[src/bfi_pkg.sv]
// Constants and carrier types for the byte-flow status bank 0 block
package bfi_pkg;
  // ----------------------------------------------------------------
  // Register addresses
  // ----------------------------------------------------------------
  localparam int unsigned AW = 3;
  localparam logic [AW-1:0] ADDR_STATUS0 = 3'h0; // Read side
  localparam logic [AW-1:0] ADDR_MASK0   = 3'h0; // Write side
  localparam logic [AW-1:0] ADDR_DATA    = 3'h1;
  localparam logic [AW-1:0] ADDR_AUXCTL  = 3'h2;
  // ----------------------------------------------------------------
  // Field positions
  // ----------------------------------------------------------------
  localparam int unsigned BIT_MAC  = 0;
  localparam int unsigned BIT_RLC  = 1;
  localparam int unsigned BIT_SERIAL_POLL_ACTIVE_FLAG = 2;
  localparam int unsigned BIT_END  = 3;
  localparam int unsigned BIT_BO   = 4;
  localparam int unsigned BIT_BI   = 5;
  localparam int unsigned BIT_SUM1 = 6;  // Read: bank 1 summary
  localparam int unsigned BIT_SUM0 = 7;  // Read: bank 0 summary
  localparam int unsigned BIT_LDMA = 6;  // Write: listener DMA enable
  localparam int unsigned BIT_TDMA = 7;  // Write: talker DMA enable
  localparam int unsigned AUX_DMA_MASTER_ENABLE = 0;
  localparam int unsigned AUX_CONT = 1;
  localparam int unsigned AUX_SWRST = 2;
  localparam int unsigned AUX_HOLD = 3;
  localparam int unsigned AUX_NBA  = 4;
  localparam int unsigned AUX_FULL = 5;
  localparam int unsigned NFLAG    = 6;
  // ----------------------------------------------------------------
  // Reset values
  // ----------------------------------------------------------------
  localparam logic [7:0]       MASK_RST = 8'h00;
  localparam logic [NFLAG-1:0] FLAG_RST = 6'h00;
  localparam logic [7:0]       BYTE_RST = 8'h00;
  // ----------------------------------------------------------------
  // Carriers
  // ----------------------------------------------------------------
  typedef struct packed {
    logic lacs;
    logic acds;
    logic cacs;
    logic tacs;
    logic sgns;
  } bfi_hs_type;
  typedef struct packed {
    logic end_rx;
    logic serial_poll_active_flag;
    logic remote_local_change_flag;
    logic mac;
  } bfi_evt_type;
endpackage

[src/bfi_status_bank0.sv]
// Status/mask bank 0 with byte flow, DMA request and interrupt summary
//
// Overview of operation
// - Reading status register clears its six flag bits
// - Six enables gate conditions onto interrupt
// - Mask never alters recorded status bits
// - Events during status read set afterwards
// - Hardware reset clears whole mask register
// - Bit 7 read: any enabled bank0 bit
// - Bit 6 read: any enabled bank1 bit
// - Talker DMA requests when outgoing register free
// - No talker DMA request unless addressed talker
// - Listener DMA requests while incoming byte held
// - Byte-in sets on listener data accepted while cont_r is clear
// - Byte-in clears: swrst, status read, data read
// - Next byte waits for holdoff release
// - Byte-out sets: active, generate, nothing pending
// - Byte-out sets again after each byte
// - Byte-out clears: swrst, status read, data write
// - Capture bus byte on listener data accepted
// - Address-change bit reports addressed state change
//
// Design decisions made here: the register offsets and the strobed register port.
module bfi_status_bank0 (
  input  wire logic                 CORE_CLK,
  input  wire logic                 RST_N,
  input  wire logic [bfi_pkg::AW-1:0] ADDR,
  input  wire logic [7:0]           WDATA,
  input  wire logic                 WR,
  input  wire logic                 RD,
  output logic      [7:0]           RDATA,
  input  wire bfi_pkg::bfi_hs_type  HS,
  input  wire bfi_pkg::bfi_evt_type EVT,
  input  wire logic [7:0]           DIO_IN,
  input  wire logic                 OUT_TAKEN,
  input  wire logic                 IRQ_STATUS_1_ANY,
  output logic      [7:0]           OUT_DATA,
  output logic                      OUT_VALID,
  output logic                      RFD_HOLDOFF,
  output logic                      IRQ,
  output logic                      DMA_REQUEST_N
);
  // ----------------------------------------------------------------
  // Decode
  // ----------------------------------------------------------------
  function automatic logic hit(input logic stb,
                               input logic [bfi_pkg::AW-1:0] a,
                               input logic [bfi_pkg::AW-1:0] t);
    hit = stb & (a == t);
  endfunction

  logic [7:0]                irq_enable_mask_0_r, mask_nxt;
  logic [bfi_pkg::NFLAG-1:0] flags_r, flags_nxt;
  logic [bfi_pkg::NFLAG-1:0] pend_r, pend_nxt;
  logic [bfi_pkg::NFLAG-1:0] set_v, clr_v;
  logic [7:0]                din_r, din_nxt;
  logic [7:0]                dout_r, dout_nxt;
  logic [7:0]                rdata_r, rdata_nxt;
  logic                      dma_master_enable_r, dma_master_enable_nxt;
  logic                      cont_r, cont_nxt;
  logic                      hold_r, hold_nxt;
  logic                      full_r, full_nxt;
  logic                      nba_r, nba_nxt;
  logic                      bi_cond_r, bo_cond_r;
  logic                      bi_cond, bo_cond;
  logic                      dma_r, dma_nxt;
  logic                      irq_r, irq_nxt;
  logic                      rd_stat, rd_data, rd_aux;
  logic                      wr_mask, wr_data, wr_aux;
  logic                      swrst, capture, sum0;

  // ----------------------------------------------------------------
  // Next-state logic
  // ----------------------------------------------------------------
  always_comb begin
    rd_stat = hit(RD, ADDR, bfi_pkg::ADDR_STATUS0);
    rd_data = hit(RD, ADDR, bfi_pkg::ADDR_DATA);
    rd_aux  = hit(RD, ADDR, bfi_pkg::ADDR_AUXCTL);
    wr_mask = hit(WR, ADDR, bfi_pkg::ADDR_MASK0);
    wr_data = hit(WR, ADDR, bfi_pkg::ADDR_DATA);
    wr_aux  = hit(WR, ADDR, bfi_pkg::ADDR_AUXCTL);
    swrst   = wr_aux & WDATA[bfi_pkg::AUX_SWRST];

    mask_nxt = wr_mask ? WDATA : irq_enable_mask_0_r;
    dma_master_enable_nxt = wr_aux ? WDATA[bfi_pkg::AUX_DMA_MASTER_ENABLE] : dma_master_enable_r;
    cont_nxt = wr_aux ? WDATA[bfi_pkg::AUX_CONT] : cont_r;

    // Edge of the handshake state so one byte gives one capture
    bi_cond = HS.lacs & HS.acds;
    capture = bi_cond & ~bi_cond_r & ~hold_r;
    bo_cond = (HS.cacs | HS.tacs) & HS.sgns & ~nba_r;

    set_v = '0;
    set_v[bfi_pkg::BIT_BI]   = capture & ~cont_r;
    set_v[bfi_pkg::BIT_BO]   = bo_cond & ~bo_cond_r;
    set_v[bfi_pkg::BIT_END]  = EVT.end_rx;
    set_v[bfi_pkg::BIT_SERIAL_POLL_ACTIVE_FLAG] = EVT.serial_poll_active_flag;
    set_v[bfi_pkg::BIT_RLC]  = EVT.remote_local_change_flag;
    set_v[bfi_pkg::BIT_MAC]  = EVT.mac;

    clr_v = {bfi_pkg::NFLAG{rd_stat | swrst}};
    clr_v[bfi_pkg::BIT_BI] = rd_stat | swrst | rd_data;
    clr_v[bfi_pkg::BIT_BO] = rd_stat | swrst | wr_data;

    // Sets never lost: during a status read they wait in pend_r until the first cycle with no status read
    if (rd_stat) begin
      flags_nxt = flags_r & ~clr_v;
      pend_nxt  = set_v | pend_r;
    end else begin
      flags_nxt = (flags_r & ~clr_v) | set_v | pend_r;
      pend_nxt  = '0;
    end

    din_nxt  = capture ? DIO_IN : din_r;
    hold_nxt = (capture & ~cont_r) | (hold_r & ~rd_data);
    full_nxt = capture | (full_r & ~rd_data);
    dout_nxt = wr_data ? WDATA : dout_r;
    nba_nxt  = wr_data | (nba_r & ~OUT_TAKEN);

    // Talker path gated by addressed talker state
    dma_nxt = dma_master_enable_r & ((irq_enable_mask_0_r[bfi_pkg::BIT_TDMA] & HS.tacs
                         & ~nba_r & ~wr_data)
                      | (irq_enable_mask_0_r[bfi_pkg::BIT_LDMA]
                         & full_r & ~rd_data));

    sum0    = |(flags_r & irq_enable_mask_0_r[bfi_pkg::NFLAG-1:0]);
    irq_nxt = (|(flags_nxt & mask_nxt[bfi_pkg::NFLAG-1:0])) | IRQ_STATUS_1_ANY;

    rdata_nxt = bfi_pkg::BYTE_RST;
    if (rd_stat) begin
      rdata_nxt = {sum0, IRQ_STATUS_1_ANY, flags_r};
    end else if (rd_data) begin
      rdata_nxt = din_r;
    end else if (rd_aux) begin
      rdata_nxt[bfi_pkg::AUX_DMA_MASTER_ENABLE] = dma_master_enable_r;
      rdata_nxt[bfi_pkg::AUX_CONT] = cont_r;
      rdata_nxt[bfi_pkg::AUX_HOLD] = hold_r;
      rdata_nxt[bfi_pkg::AUX_NBA]  = nba_r;
      rdata_nxt[bfi_pkg::AUX_FULL] = full_r;
    end
  end

  // ----------------------------------------------------------------
  // Registers
  // ----------------------------------------------------------------
  always_ff @(posedge CORE_CLK or negedge RST_N) begin
    if (!RST_N) begin
      irq_enable_mask_0_r <= bfi_pkg::MASK_RST;
      flags_r   <= bfi_pkg::FLAG_RST;
      pend_r    <= bfi_pkg::FLAG_RST;
      din_r     <= bfi_pkg::BYTE_RST;
      dout_r    <= bfi_pkg::BYTE_RST;
      rdata_r   <= bfi_pkg::BYTE_RST;
      dma_master_enable_r    <= 1'b0;
      cont_r    <= 1'b0;
      hold_r    <= 1'b0;
      full_r    <= 1'b0;
      nba_r     <= 1'b0;
      bi_cond_r <= 1'b0;
      bo_cond_r <= 1'b0;
      dma_r     <= 1'b0;
      irq_r     <= 1'b0;
    end else begin
      irq_enable_mask_0_r <= mask_nxt;
      flags_r   <= flags_nxt;
      pend_r    <= pend_nxt;
      din_r     <= din_nxt;
      dout_r    <= dout_nxt;
      rdata_r   <= rdata_nxt;
      dma_master_enable_r    <= dma_master_enable_nxt;
      cont_r    <= cont_nxt;
      hold_r    <= hold_nxt;
      full_r    <= full_nxt;
      nba_r     <= nba_nxt;
      bi_cond_r <= bi_cond;
      bo_cond_r <= bo_cond;
      dma_r     <= dma_nxt;
      irq_r     <= irq_nxt;
    end
  end

  assign RDATA         = rdata_r;
  assign OUT_DATA      = dout_r;
  assign OUT_VALID     = nba_r;
  assign RFD_HOLDOFF   = hold_r;
  assign IRQ           = irq_r;
  assign DMA_REQUEST_N = ~dma_r;

  // ----------------------------------------------------------------
  // Assertions
  // ----------------------------------------------------------------
  property p_read_clears;
    @(posedge CORE_CLK) disable iff (!RST_N)
    rd_stat |=> flags_r == '0;
  endproperty
  a_read_clears: assert property (p_read_clears)
    else $error("status read did not clear flags");

  property p_set_deferred;
    @(posedge CORE_CLK) disable iff (!RST_N)
    (rd_stat && set_v != '0) ##1 !rd_stat
      |=> (flags_r & $past(set_v, 2)) == $past(set_v, 2);
  endproperty
  a_set_deferred: assert property (p_set_deferred)
    else $error("event during status read was lost");

  property p_mask_free;
    @(posedge CORE_CLK) disable iff (!RST_N)
    (!rd_stat && set_v != '0) |=> (flags_r & $past(set_v)) == $past(set_v);
  endproperty
  a_mask_free: assert property (p_mask_free)
    else $error("status set blocked");

  property p_sum0;
    @(posedge CORE_CLK) disable iff (!RST_N)
    rd_stat |=> RDATA[bfi_pkg::BIT_SUM0]
      == (|($past(flags_r) & $past(irq_enable_mask_0_r[bfi_pkg::NFLAG-1:0])));
  endproperty
  a_sum0: assert property (p_sum0)
    else $error("bank 0 summary wrong");

  property p_sum1;
    @(posedge CORE_CLK) disable iff (!RST_N)
    rd_stat |=> RDATA[bfi_pkg::BIT_SUM1] == $past(IRQ_STATUS_1_ANY);
  endproperty
  a_sum1: assert property (p_sum1)
    else $error("bank 1 summary wrong");

  property p_talk_role;
    @(posedge CORE_CLK) disable iff (!RST_N)
    (!DMA_REQUEST_N && !irq_enable_mask_0_r[bfi_pkg::BIT_LDMA]
      && $stable(irq_enable_mask_0_r)) |-> $past(HS.tacs);
  endproperty
  a_talk_role: assert property (p_talk_role)
    else $error("talker request outside talker role");

  property p_listen_dma;
    @(posedge CORE_CLK) disable iff (!RST_N)
    (dma_master_enable_r && irq_enable_mask_0_r[bfi_pkg::BIT_LDMA] && full_r && !rd_data)
      |=> !DMA_REQUEST_N;
  endproperty
  a_listen_dma: assert property (p_listen_dma)
    else $error("listener request missing");

  property p_bi_clear;
    @(posedge CORE_CLK) disable iff (!RST_N)
    (rd_data && !set_v[bfi_pkg::BIT_BI] && !pend_r[bfi_pkg::BIT_BI])
      |=> !flags_r[bfi_pkg::BIT_BI];
  endproperty
  a_bi_clear: assert property (p_bi_clear)
    else $error("byte-in not cleared by data read");

  property p_bo_clear;
    @(posedge CORE_CLK) disable iff (!RST_N)
    (wr_data && !set_v[bfi_pkg::BIT_BO] && !pend_r[bfi_pkg::BIT_BO])
      |=> !flags_r[bfi_pkg::BIT_BO];
  endproperty
  a_bo_clear: assert property (p_bo_clear)
    else $error("byte-out not cleared by data write");

  property p_holdoff;
    @(posedge CORE_CLK) disable iff (!RST_N)
    (hold_r && !rd_data) |=> $stable(din_r) && hold_r;
  endproperty
  a_holdoff: assert property (p_holdoff)
    else $error("byte taken during holdoff");

  property p_irq;
    @(posedge CORE_CLK) disable iff (!RST_N)
    // A data read or write may clear the only enabled flag
    (IRQ_STATUS_1_ANY || (sum0 && !rd_stat && !swrst && !rd_data && !wr_data && !wr_mask))
      |=> IRQ;
  endproperty
  a_irq: assert property (p_irq)
    else $error("interrupt output missing");

  property p_irq_low;
    @(posedge CORE_CLK) disable iff (!RST_N)
    (rd_stat && !IRQ_STATUS_1_ANY) |=> !IRQ;
  endproperty
  a_irq_low: assert property (p_irq_low)
    else $error("interrupt output stuck after status read");

  property p_talk_dma;
    @(posedge CORE_CLK) disable iff (!RST_N)
    (dma_master_enable_r && irq_enable_mask_0_r[bfi_pkg::BIT_TDMA] && HS.tacs && !nba_r && !wr_data)
      |=> !DMA_REQUEST_N;
  endproperty
  a_talk_dma: assert property (p_talk_dma)
    else $error("talker request missing");

  property p_bi_set;
    @(posedge CORE_CLK) disable iff (!RST_N)
    (capture && !cont_r && !rd_stat) |=> flags_r[bfi_pkg::BIT_BI];
  endproperty
  a_bi_set: assert property (p_bi_set)
    else $error("byte-in not set on capture");

  property p_bo_set;
    @(posedge CORE_CLK) disable iff (!RST_N)
    (bo_cond && !bo_cond_r && !rd_stat) |=> flags_r[bfi_pkg::BIT_BO];
  endproperty
  a_bo_set: assert property (p_bo_set)
    else $error("byte-out not set on generate state");

  property p_swrst_clear;
    @(posedge CORE_CLK) disable iff (!RST_N)
    (swrst && set_v == '0 && pend_r == '0) |=> flags_r == '0;
  endproperty
  a_swrst_clear: assert property (p_swrst_clear)
    else $error("software reset left a flag set");

  property p_capture;
    @(posedge CORE_CLK) disable iff (!RST_N)
    capture |=> din_r == $past(DIO_IN);
  endproperty
  a_capture: assert property (p_capture)
    else $error("bus byte not captured");
endmodule

[config.mk]
export PLATFORM = sky130hd
export DESIGN_NAME = bfi_status_bank0
export DESIGN_NICKNAME = d
export VERILOG_FILES = /design/src/bfi_pkg.sv /design/src/bfi_status_bank0.sv
export SDC_FILE = /design/constraint.sdc
export NUM_CORES = 1
export LEC_CHECK = 0
export ABC_AREA = 1
export BUFFER_PORTS_ARGS = -buffer_cell sky130_fd_sc_hd__buf_4
export CAP_MARGIN = 25
export CORE_MARGIN = 5
export CORE_UTILIZATION = 47
export CTS_CLUSTER_SIZE = 40
export DETAILED_ROUTE_END_ITERATION = 10
export GPL_TIMING_DRIVEN = 0
export MAX_ROUTING_LAYER = met4
export PLACE_DENSITY_LB_ADDON = 0.05
export SLEW_MARGIN = 5
export SYNTH_ARGS = -nofsm -noshare
export SYNTH_HDL_FRONTEND = slang
export SYNTH_SLANG_ARGS = --single-unit
[constraint.sdc]
create_clock -name CORE_CLK -period 1.06 [get_ports CORE_CLK]
set_clock_uncertainty 0.05 [all_clocks]
set_input_delay 0 -clock CORE_CLK [delete_from_list [all_inputs] [get_ports CORE_CLK]]
set_output_delay 0 -clock CORE_CLK [all_outputs]
set_load 0.1 [all_outputs]
==> results by group, run 1 <==
Layout
  – Fillers: 338
  – Synth-to-Final Area Change: 47.4%
  – Fin area: 3210 um^2
  – Fraction of layout instances using a drive strength above 1: 0.357
  – Count of inserted antenna diode cells: 0
  – Layout Nets: 352
  – Final core utilization: 0.728

Setup path
  – CP Data Arrival Time: 1.54 ns
  – Crit-path max FO: 3
  – Critical path's slowest cell: dfrtp_4
  – Type of the setup path with the least slack: flop to flop
  – Critical path data required time: 1.27 ns
  – Type of origin of the critical path: flop
  – Critical path capture point type: flop
  – Critical path cell sequence: nor2_4, nand2_4, o21bai_1, inv_1, nand2_1, nand2_2, nor2_2, nor2_1, nand2_1
  – Most repeated library cell on the critical path: nand2_1
  – CP max stage delay: 0.50 ns

Detailed routing
  – DRT antenna net count: 0
  – Drt first-iter violations: 148
  – Router iterations before antenna repair: 4
  – Post-detailed-route wirelength per cell: 14.8 um
  – Total Wirelength: 5480 um
  – Residual DRC count: 0
  – Detailed-route via count: 1827
  – Avg Vias per Cell: 4.92

Synthesis
  – Mean instance size in the synthesized netlist: 9.77 um^2
  – Number of different library cells in the post-synthesis netlist: 24
  – Instance count of the mapped netlist: 223
  – Number of warning messages in the yosys log: 0
  – Net count of the mapped netlist: 257
  – Count of state elements after synthesis: 53
  – Post-synthesis instance area: 2180 um^2
  – Proportion of synthesized chip area in sequential cells: 0.608

Flow run
  – Max-cap violations: 0

CTS
  – Number of sinks handled by clock tree synthesis: 53
  – Worst-path clk slew: 0.09 ns
  – Cell at the root of the clock tree: clkbuf_8
  – Maximum root-to-sink buffer count: 2
  – Total number of H-tree levels: 2
  – CTS tree: done
  – Number of hold buffers added after cts: 27
  – CTS buffer count: 5
  – Latest clock arrival within the worst-skew pair: 0.31 ns

STA
  – Setup violations, final: 18
  – Worst rel slew slack: 0.561
  – Total negative setup slack: -2.82 ns
  – Final Critical Period: 1.33 ns
  – Achievable frequency: 751 MHz
  – Crit share post-route: 1.26
  – Fin Hold WS: -0.109 ns
  – Hold Violations, Final: 7
  – Max Slew Vio Count: 0
  – Worst Max-Slew Pin Slew: 0.659 ns
  – Worst-case setup margin in the final layout: -0.271 ns
  – Setup repair after global routing missed its margin: yes

Outcome
  – Violated checks: hold timing, setup timing
  – Status: finished with violations

Global route
  – Grt ovf: 0
  – First-pass GRT wire length: 8830 um
  – Vias in the first global route: 1819
  – Maximum number of pins on one net before global-route repair: 54
  – Initial antenna violation count: 0
  – Global-route usage over all layers: 0.186

Floorplanning
  – Die Outline Area: 6100 um^2
  – Initial standard-cell utilization of the core: 0.494
  – Boundary pin count: 54
  – Die boundary height: 78.1 um
  – Cell Rows: 24
  – Die X: 78.1 um
  – Core area: 4410 um^2

Power and ir drop
  – Peak supply drop: 0.00103 V
  – Standby leakage power: 1.61 nW
  – Power density of the placed cells: 1900 nW/um^2

Placement
  – Pre-CTS setup slack: -0.334 ns
  – Number of input and output port buffers inserted: 53
  – Gp weighted congestion: 0.837
  – Detailed placer's ending HPWL: 3520 um
  – Area after detailed placement: 2670 um^2

Min path
  – Worst hold-check path type: primary input to flop
==> area by class of cell <==
cell class | instances | area (um^2) | share of cell area
Buffer | 4 | 31.3 | 0.00974
Tap cell | 52 | 65.1 | 0.0203
Multi-Input combinational cell | 140 | 790 | 0.246
Sequential cell | 53 | 1350 | 0.419
Timing Repair Buffer | 89 | 796 | 0.248
Inverter | 25 | 93.8 | 0.0292
Clock buffer | 8 | 90.1 | 0.0280
==> Yosys cell counts <==
master,n,share of area
a21oi_1,6,0.014
a221oi_1,1,0.0040
buf_2,2,0.0046
buf_4,2,0.0069
buf_6,1,0.0052
clkinv_1,1,0.0017
dfrtp_1,53,0.61
inv_1,24,0.041
mux2_2,9,0.046
nand2_1,59,0.10
nand2_2,2,0.0057
nand3_1,14,0.032
nand3_2,1,0.0046
nand3_4,1,0.0080
nand3b_1,1,0.0034
nand4_1,3,0.0086
nor2_1,17,0.029
nor2_4,1,0.0052
o211ai_1,4,0.014
o21ai_0,13,0.030
o21ai_1,3,0.0069
o21ai_2,3,0.012
o21bai_1,1,0.0034
o22ai_1,1,0.0029
==> registers in the layout (all words and copies together) (netlist names) <==
register             count
RFD_HOLDOFF              1
OUT_DATA                 8
bi_cond_r                1
dma_r                    1
flags_r                  6
RDATA                    8
pend_r                   6
bo_cond_r                1
cont_r                   1
IRQ                      1
OUT_VALID                1
din_r                    8
irq_enable_mask_0_r      8
dma_master_enable_r      1
full_r                   1
==> per-layer routing <==
| layer | wire length, um | part of all wire | up-vias | track usage |
|---|---|---|---|---|
| li1 | - | - | 911 | - |
| met1 | 2550 | 0.47 | 863 | 0.266 |
| met2 | 2560 | 0.47 | 46 | 0.273 |
| met3 | 309 | 0.056 | 7 | 0.0275 |
| met4 | 57 | 0.010 | 0 | 0.0608 |
| met5 | 0 | 0 | - | - |
==> cells by family (layout without fill, tap and decap cells) <==
logic type | after synthesis | after routing | share of synthesized area
muxes | 9 | 9 | 0.0465
DFF | 53 | 53 | 0.608
AOI/OAI and AO/OA | 32 | 32 | 0.0867
and+or+nand+nor | 99 | 99 | 0.199
buffers and inverters | 30 | 126 | 0.0597
==> where the power goes <==
part / switching (mW) / internal, mW / total [mW]
clock: 0.639 / 0.534 / 1.17
sequential: 0.250 / 2.44 / 2.69
combinational: 1.41 / 0.840 / 2.25
==> critical path, delay by kind of cell, from the launching register on <==
kind                   cells  cell delay [ns]
buffers and inverters      1             0.08
AND/OR/NAND/NOR            7             0.53
flip-flops                 1             0.50
AO/OA/AOI/OAI              1             0.13
==> placed cells by master (no fill, tap or decap), types with 3 or more instances in the layout <==
cell type,synthesis,routed
a21oi_1,6,4
buf_12,0,3
buf_4,2,55
buf_6,1,7
clkbuf_8,0,6
dfrtp_1,53,43
dfrtp_2,0,7
dfrtp_4,0,3
dlygate4sd3_1,0,27
inv_1,24,21
inv_2,0,3
mux2_2,9,6
mux2_4,0,3
nand2_1,59,55
nand2_2,2,5
nand3_1,14,14
nand4_1,3,3
nor2_1,17,13
nor2_4,1,3
o211ai_1,4,4
o21ai_0,13,13
o21ai_1,3,3
o21ai_2,3,3
==> path summary, 6_finish.rpt <==
| check | from | slack, ns | to | cells past startpoint |
|---|---|---|---|---|
| max | RFD_HOLDOFF | -0.27 | IRQ | 9 |
| min | EVT[1] | -0.11 | pend_r[1] | 3 |
| max reg2reg | RFD_HOLDOFF | -0.27 | IRQ | 9 |
| min reg2reg | din_r[7] | 0.43 | RDATA[7] | 2 |
| max in group asynchronous | RST_N | 0.25 | RFD_HOLDOFF | 2 |
| min in group asynchronous | RST_N | 0.21 | RDATA[4] | 2 |
==> metrics by stage <==
step	total power, mW	cells
CTS	5.98	367
detailed placement	4.57	328
finish	6.11	371
global placement	4.54	328
floorplan	4.06	223
global route	6.41	371
==> repair_timing <==
action	CTS	global route
cloned	1	0
endpoints found under the hold margin	92	7
endpoints found under the setup margin	16	20
resized for setup	18	18
pin swaps	5	9
buffers inserted	3	6
No activity file was read; power rests on OpenSTA's default activity.
==> inputs of run 2 (changes only) <==
Settings changed: CORE_UTILIZATION 47 to 52.
Clock period 1.06 ns to 1.3 ns, I/O delays scaled along.
==> run 2 against run 1 <==
Against the previous run:
- the run ends with hold timing left
- count of clock-buffer cells in the layout is 1 lower
- utilization is 3.7 points higher
- sequential cell count stayed put
- via count fell by 0.71%
- non-clock buffer count shrank 2
- design area decreased by 4.1%
- maximum frequency rose by 2.9%
- combinational power down 28%
- die area is 8.4% lower
- cell count down 1.1%
- routed wire length shrank 3.1%
- critical endpoint unchanged
==> results by group, run 2 (same netlist as run 1, synthesis figures left out) <==
Flow run
  – Max-cap violations: 0 (unchanged)

STA
  – Crit share post-route: 0.995 (-0.261)
  – Setup repair after global routing missed its margin: yes
  – Fin Hold WS: -0.00966 ns (+0.0991 ns)
  – Hold Violations, Final: 1 (-6)
  – Worst-case setup margin in the final layout: 0.00671 ns (+0.277 ns)
  – Max Slew Vio Count: 0 (unchanged)
  – Final Critical Period: 1.29 ns (-0.0374 ns)
  – Worst Max-Slew Pin Slew: 0.657 ns (-0.00203 ns)
  – Achievable frequency: 773 MHz (+2.9%)
  – Worst rel slew slack: 0.562 (+0.00135)
  – Setup violations, final: 0 (-18)

Layout
  – Synth-to-Final Area Change: 41.3%
  – Fraction of layout instances using a drive strength above 1: 0.278 (-0.0798)
  – Leading cell types in the layout, fill and taps excluded: nand2_1, buf_4, dfrtp_1
  – Layout Nets: 350 (-0.57%)
  – Count of inserted antenna diode cells: 0 (unchanged)
  – Combined flip-flop and latch cell area: 1340 um^2 (-0.84%)
  – Fillers: 289 (-14%)
  – Multi-input gate area in the final layout: 736 um^2 (-6.8%)
  – Number of non-filler instances in the completed layout: 367 (-1.1%)
  – Leading cell type in the layout, fill and taps excluded: nand2_1

Global route
  – Maximum number of pins on one net before global-route repair: 54 (unchanged)
  – Grt ovf: 0 (unchanged)
  – Initial antenna violation count: 0 (unchanged)
  – Vias in the first global route: 1871 (+2.9%)
  – First-pass GRT wire length: 8800 um (-0.40%)
  – Global-route usage over all layers: 0.220 (+0.0335)

CTS
  – Cell at the root of the clock tree: clkbuf_8
  – Total number of H-tree levels: 2 (unchanged)
  – Latest clock arrival within the worst-skew pair: 0.31 ns (about the same)
  – Number of sinks handled by clock tree synthesis: 53 (unchanged)
  – Maximum root-to-sink buffer count: 2 (unchanged)
  – CTS buffer count: 5 (unchanged)
  – Worst-path clk slew: 0.09 ns (about the same)
  – CTS tree: done

Outcome
  – Status: finished with violations
  – Violated checks: hold timing

Setup path
  – Endpoint of the lowest-slack register-to-register path: IRQ
  – Type of origin of the critical path: flop
  – Critical path data required time: 1.50 ns (+0.23 ns)
  – CP Data Arrival Time: 1.49 ns (-0.05 ns)
  – Critical path cell sequence: nor2_4, nand2_2, o21bai_1, inv_1, nand2_1, nand2_2, nor2_1, nor2_1, nand2_1
  – Number of cells traversed by the worst register-to-register path: 9 (unchanged)
  – Type of the setup path with the least slack: flop to flop
  – Reg-to-reg setup timing slack: 0.007 ns (+0.28 ns)
  – Critical path's slowest cell: dfrtp_4
  – CP max stage delay: 0.50 ns (about the same)
  – Reg-to-Reg Start: RFD_HOLDOFF
  – Critical path capture point type: flop
  – Crit-path max FO: 2 (-1)

Detailed routing
  – Detailed-route via count: 1814 (-0.71%)
  – Drt first-iter violations: 153 (+3.4%)
  – Avg Vias per Cell: 4.94 (+0.37%)
  – Total Wirelength: 5310 um (-3.1%)
  – Residual DRC count: 0 (unchanged)
  – DRT antenna net count: 0 (unchanged)
  – Router iterations before antenna repair: 4 (unchanged)
  – Post-detailed-route wirelength per cell: 14.5 um (-2.1%)

Min path
  – Worst hold-check path type: primary input to flop
  – Destination of the worst hold path: bo_cond_r
  – Cells on Worst Hold Path: 5 (+2)
  – Worst Hold Launch: HS[2]

Placement
  – Gp weighted congestion: 0.830 (-0.85%)
  – Detailed placer's ending HPWL: 3480 um (-1.2%)
  – Count of placed standard cells including taps: 326 (-0.61%)
  – Pre-CTS setup slack: -0.0630 ns (+0.271 ns)
  – Number of input and output port buffers inserted: 53 (unchanged)

Floorplanning
  – Initial standard-cell utilization of the core: 0.541 (+0.0472)
  – Core area: 4030 um^2 (-8.7%)
  – Die X: 74.7 um (-4.3%)
  – Die Outline Area: 5590 um^2 (-8.4%)
  – Boundary pin count: 54 (unchanged)
  – Die boundary height: 74.7 um (-4.3%)
  – Cell Rows: 23 (-4.2%)

Power and ir drop
  – Peak supply drop: 0.00107 V (+3.9%)
  – Standby leakage power: 1.55 nW (-3.5%)
  – Power density of the placed cells: 1530 nW/um^2 (-20%)
==> run 2: cell type report <==
type,count,area share
Buffer,5,0.0138
Multi-Input combinational cell,140,0.239
Tap cell,50,0.0203
Clock inverter,1,0.00244
Timing Repair Buffer,86,0.236
Clock buffer,7,0.0248
Sequential cell,53,0.434
Inverter,25,0.0305
==> run 2: how the worst max path moves through the flow <==
stage | startpoint | end | slack (ns) | cells after the start
2_1_floorplan | RFD_HOLDOFF | din_r[0] | -0.08 | 4
3_3_place_gp | ADDR[2] | IRQ | -0.05 | 9
3_5_place_dp | ADDR[2] | IRQ | -0.06 | 9
4_1_cts | RFD_HOLDOFF | IRQ | 0.006 | 9
5_1_grt | RFD_HOLDOFF | IRQ | -0.11 | 9
6_report | RFD_HOLDOFF | IRQ | 0.007 | 9
==> run 2: repair_timing <==
item                                   4_1_cts  5_1_grt
resized for setup                            0        4
hold buffers                                33        0
pin swaps                                    0        3
endpoints found under the hold margin       94        0
setup endpoints to repair                    1       10
buffers inserted                             1        0
==> run 2: metrics by stage <==
step           utilization  hold slack (ns)  setup TNS [ns]  total power [mW]  cell area [um^2]
2_1_floorplan            -           -0.346          -0.709              3.29              2190
3_3_place_gp         0.659           0.0209         -0.0462              3.68              2660
5_1_grt              0.764          0.00631          -0.108              4.94              3080
6_report             0.764         -0.00966               0              4.70              3080
4_1_cts              0.764          0.00734               0              4.70              3080
3_5_place_dp         0.659           0.0238         -0.0630              3.71              2660
==> run 2: report_power, final <==
group / total [mW] / internal (mW) / switching [mW]
Combinational: 1.63 / 0.536 / 1.10
Clock: 0.892 / 0.382 / 0.510
Sequential: 2.17 / 1.98 / 0.190
Total: 4.70 / 2.90 / 1.80
==> run 2: critical path: cells and delay by family, from the launching register on <==
kind | cells | cell delay [ns]
DFF | 1 | 0.50
buffers and inverters | 1 | 0.07
and+or+nand+nor | 7 | 0.50
AOI/OAI and AO/OA | 1 | 0.12
==> run 2: per-layer routing <==
layer,vias up,part of all wire,global-route usage
li1,906,-,-
met1,856,0.45,0.283
met2,43,0.48,0.352
met3,9,0.057,0.0467
met4,0,0.013,0.0632
met5,-,0,-
==> inputs of run 3 (changes only) <==
Settings changed: SETUP_SLACK_MARGIN set to 0.3.
==> run 3 against run 2 <==
Against the previous run:
- count of clock-buffer cells in the layout is 1 lower
- die area is the same
- non-clock buffer count down 3
- via count rose by 4.7%
- worst setup slack got worse by 0.068 ns
- the run ends with hold timing, setup timing left
- sequential cell count stayed put
- clock power is 30% higher
- maximum frequency is 5.0% lower
- routed wire length is 9.9% higher
- sequential power rose by 2%
- worst hold slack got worse by 0.090 ns
==> results by group, run 3 (same netlist as run 1, synthesis figures left out) <==
Floorplanning
  – Core area: 4030 um^2 (unchanged)
  – Die Outline Area: 5590 um^2 (unchanged)
  – Die boundary height: 74.7 um (unchanged)
  – Cell Rows: 23 (unchanged)
  – Boundary pin count: 54 (unchanged)
  – Die X: 74.7 um (unchanged)
  – Initial standard-cell utilization of the core: 0.541 (unchanged)

Layout
  – Fillers: 245 (-15%)
  – Fraction of layout instances using a drive strength above 1: 0.373 (+0.0950)
  – Fin area: 3270 um^2 (+6.2%)
  – Multi-input gate area in the final layout: 781 um^2 (+6.1%)
  – Number of non-filler instances in the completed layout: 364 (-0.82%)
  – Leading cell types in the layout, fill and taps excluded: nand2_1, dfrtp_1, buf_4
  – Synth-to-Final Area Change: 50.0%
  – Final core utilization: 0.811 (+0.0472)
  – Combined flip-flop and latch cell area: 1350 um^2 (+0.84%)
  – Count of inserted antenna diode cells: 0 (unchanged)
  – Layout Nets: 347 (-0.86%)
  – Leading cell type in the layout, fill and taps excluded: nand2_1

Setup path
  – CP max stage delay: 0.60 ns (+0.10 ns)
  – Critical path data required time: 1.45 ns (-0.05 ns)
  – CP Data Arrival Time: 1.51 ns (+0.02 ns)
  – Reg-to-reg setup timing slack: -0.02 ns (-0.03 ns)
  – Cell family with most CP delay: buffers and inverters
  – Critical path buffer and inverter count: 4 (+3)
  – Type of origin of the critical path: primary input
  – Critical path cell sequence: buf_4, dlygate4sd3_1, inv_2, nand2_1, nand3b_1, nand2_1, inv_2, nand2_1, nand3_1, nand2_1, nor2_1, nand2_1
  – Most repeated library cell on the critical path: nand2_1
  – Crit-path max FO: 3 (+1)
  – Critical path's slowest cell: dlygate4sd3_1
  – Total number of cells along the worst setup path: 12 (+3)
  – Type of the setup path with the least slack: primary input to flop
  – Critical path capture point type: flop
  – Number of cells traversed by the worst register-to-register path: 9 (unchanged)

CTS
  – Cell at the root of the clock tree: clkbuf_8
  – Number of hold buffers added after cts: 25 (-24%)
  – Maximum root-to-sink buffer count: 2 (unchanged)
  – Latest clock arrival within the worst-skew pair: 0.31 ns (about the same)
  – Worst-path clk slew: 0.09 ns (about the same)
  – Total number of H-tree levels: 2 (unchanged)
  – CTS tree: done
  – CTS buffer count: 5 (unchanged)
  – Number of sinks handled by clock tree synthesis: 53 (unchanged)

Min path
  – Cells on Worst Hold Path: 3 (-2)
  – Worst hold-check path type: primary input to flop

STA
  – Worst Max-Slew Pin Slew: 0.662 ns (+0.00582 ns)
  – Worst rel slew slack: 0.558 (-0.00388)
  – Hold Violations, Final: 8 (+7)
  – Setup repair after global routing missed its margin: yes
  – Crit share post-route: 1.05 (+0.0526)
  – Worst-case setup margin in the final layout: -0.0617 ns (-0.0684 ns)
  – Setup violations, final: 1 (+1)
  – Achievable frequency: 734 MHz (-5.0%)
  – Fin Hold WS: -0.0992 ns (-0.0896 ns)
  – Max Slew Vio Count: 0 (unchanged)
  – Final Critical Period: 1.36 ns (+0.0684 ns)

Placement
  – Detailed placer's ending HPWL: 3590 um (+3.2%)
  – Area after detailed placement: 2680 um^2 (+0.80%)
  – Number of input and output port buffers inserted: 53 (unchanged)
  – Count of placed standard cells including taps: 326 (unchanged)
  – Gp weighted congestion: 0.850 (+2.5%)

Power and ir drop
  – Net Sw Frac: 0.366 (-0.0170)
  – Standby leakage power: 1.61 nW (+3.3%)
  – Portion of total power attributed to combinational logic: 0.357 (+0.009)
  – Internal power of the cells: 3.33 mW (+15%)
  – Clock power frac: 0.221 (+0.031)
  – Power density of the placed cells: 1600 nW/um^2 (+5.2%)
  – Relative contribution of sequential cells to total power: 0.422 (-0.040)
  – Peak supply drop: 0.00113 V (+5.4%)
  – Net switching power of the design: 1.92 mW (+6.8%)

Detailed routing
  – Total Wirelength: 5830 um (+9.9%)
  – Residual DRC count: 0 (unchanged)
  – Router iterations before antenna repair: 4 (unchanged)
  – Drt first-iter violations: 138 (-9.8%)
  – Detailed-route via count: 1899 (+4.7%)
  – Post-detailed-route wirelength per cell: 16.0 um (+11%)
  – Avg Vias per Cell: 5.22 (+5.5%)
  – DRT antenna net count: 0 (unchanged)

Outcome
  – Violated checks: hold timing, setup timing
  – Status: finished with violations

Global route
  – Vias in the first global route: 2004 (+7.1%)
  – Maximum number of pins on one net before global-route repair: 54 (unchanged)
  – Grt ovf: 0 (unchanged)
  – Global-route usage over all layers: 0.230 (+0.0109)
  – First-pass GRT wire length: 9200 um (+4.5%)
  – Initial antenna violation count: 0 (unchanged)

Flow run
  – Max-cap violations: 0 (unchanged)
[run 3: changes by cell type in the layout (fill, tap and decap cells not counted), sizes merged]
cell / change
buf: +4
bufinv: +1
clkbuf: -1
dlygate4sd3: -7
[run 3: worst min-delay path, cell delays in order]
cell and delay, ns:
buf_4 0.08, nor2_1 0.05, nor2_1 0.10
[run 3: power groups by stage]
stage	combinational, mW	sequential [mW]	clock, mW
floorplan	0.496	2.82	0
global placement	1.50	2.20	0
detailed placement	1.53	2.21	0
CTS	1.74	2.19	1.17
global route	1.99	2.26	1.25
finish	1.87	2.21	1.16
[run 3: layout make-up]
class                   count  area share
flip-flops and latches     53       0.412
repair buffers             83       0.251
multi-input cells         140       0.239
inverters                  25      0.0295
clock buffers               6      0.0253
well taps                  50      0.0191
plain buffers               5      0.0130
clock inverters             2      0.0115
[run 3: through the flow]
step                setup WS [ns]  hold slack [ns]  TNS (ns)  power [mW]
floorplan                 -0.0799           -0.346    -0.708        3.32
global placement          -0.0868           0.0269   -0.0868        3.70
detailed placement        -0.0838           0.0247   -0.0838        3.74
CTS                       0.00103          -0.0986         0        5.09
global route               -0.174          -0.0933    -0.262        5.50
finish                    -0.0617          -0.0992   -0.0617        5.25
[run 3: metal layers]
metal	up-vias	track usage	wire length (um)
met3	19	0.0547	398
met5	-	-	0
met1	920	0.279	2330
li1	893	-	-
met2	67	0.362	2890
met4	0	0.115	209
[run 3: what timing repair did]
action	4_1_cts	5_1_grt
resized for setup	20	34
buffers inserted	2	3
pin swaps	2	8
endpoints found under the hold margin	94	8
endpoints found under the setup margin	26	41
[run 3: worst paths after layout]
kind / from / endpoint
worst max-delay path: HS[1] / IRQ
worst min-delay path: EVT[3] / pend_r[3]
worst max register to register: RFD_HOLDOFF / IRQ
worst min register to register: din_r[6] / RDATA[6]
max in group asynchronous: RST_N / RFD_HOLDOFF
min in group asynchronous: RST_N / RDATA[4]
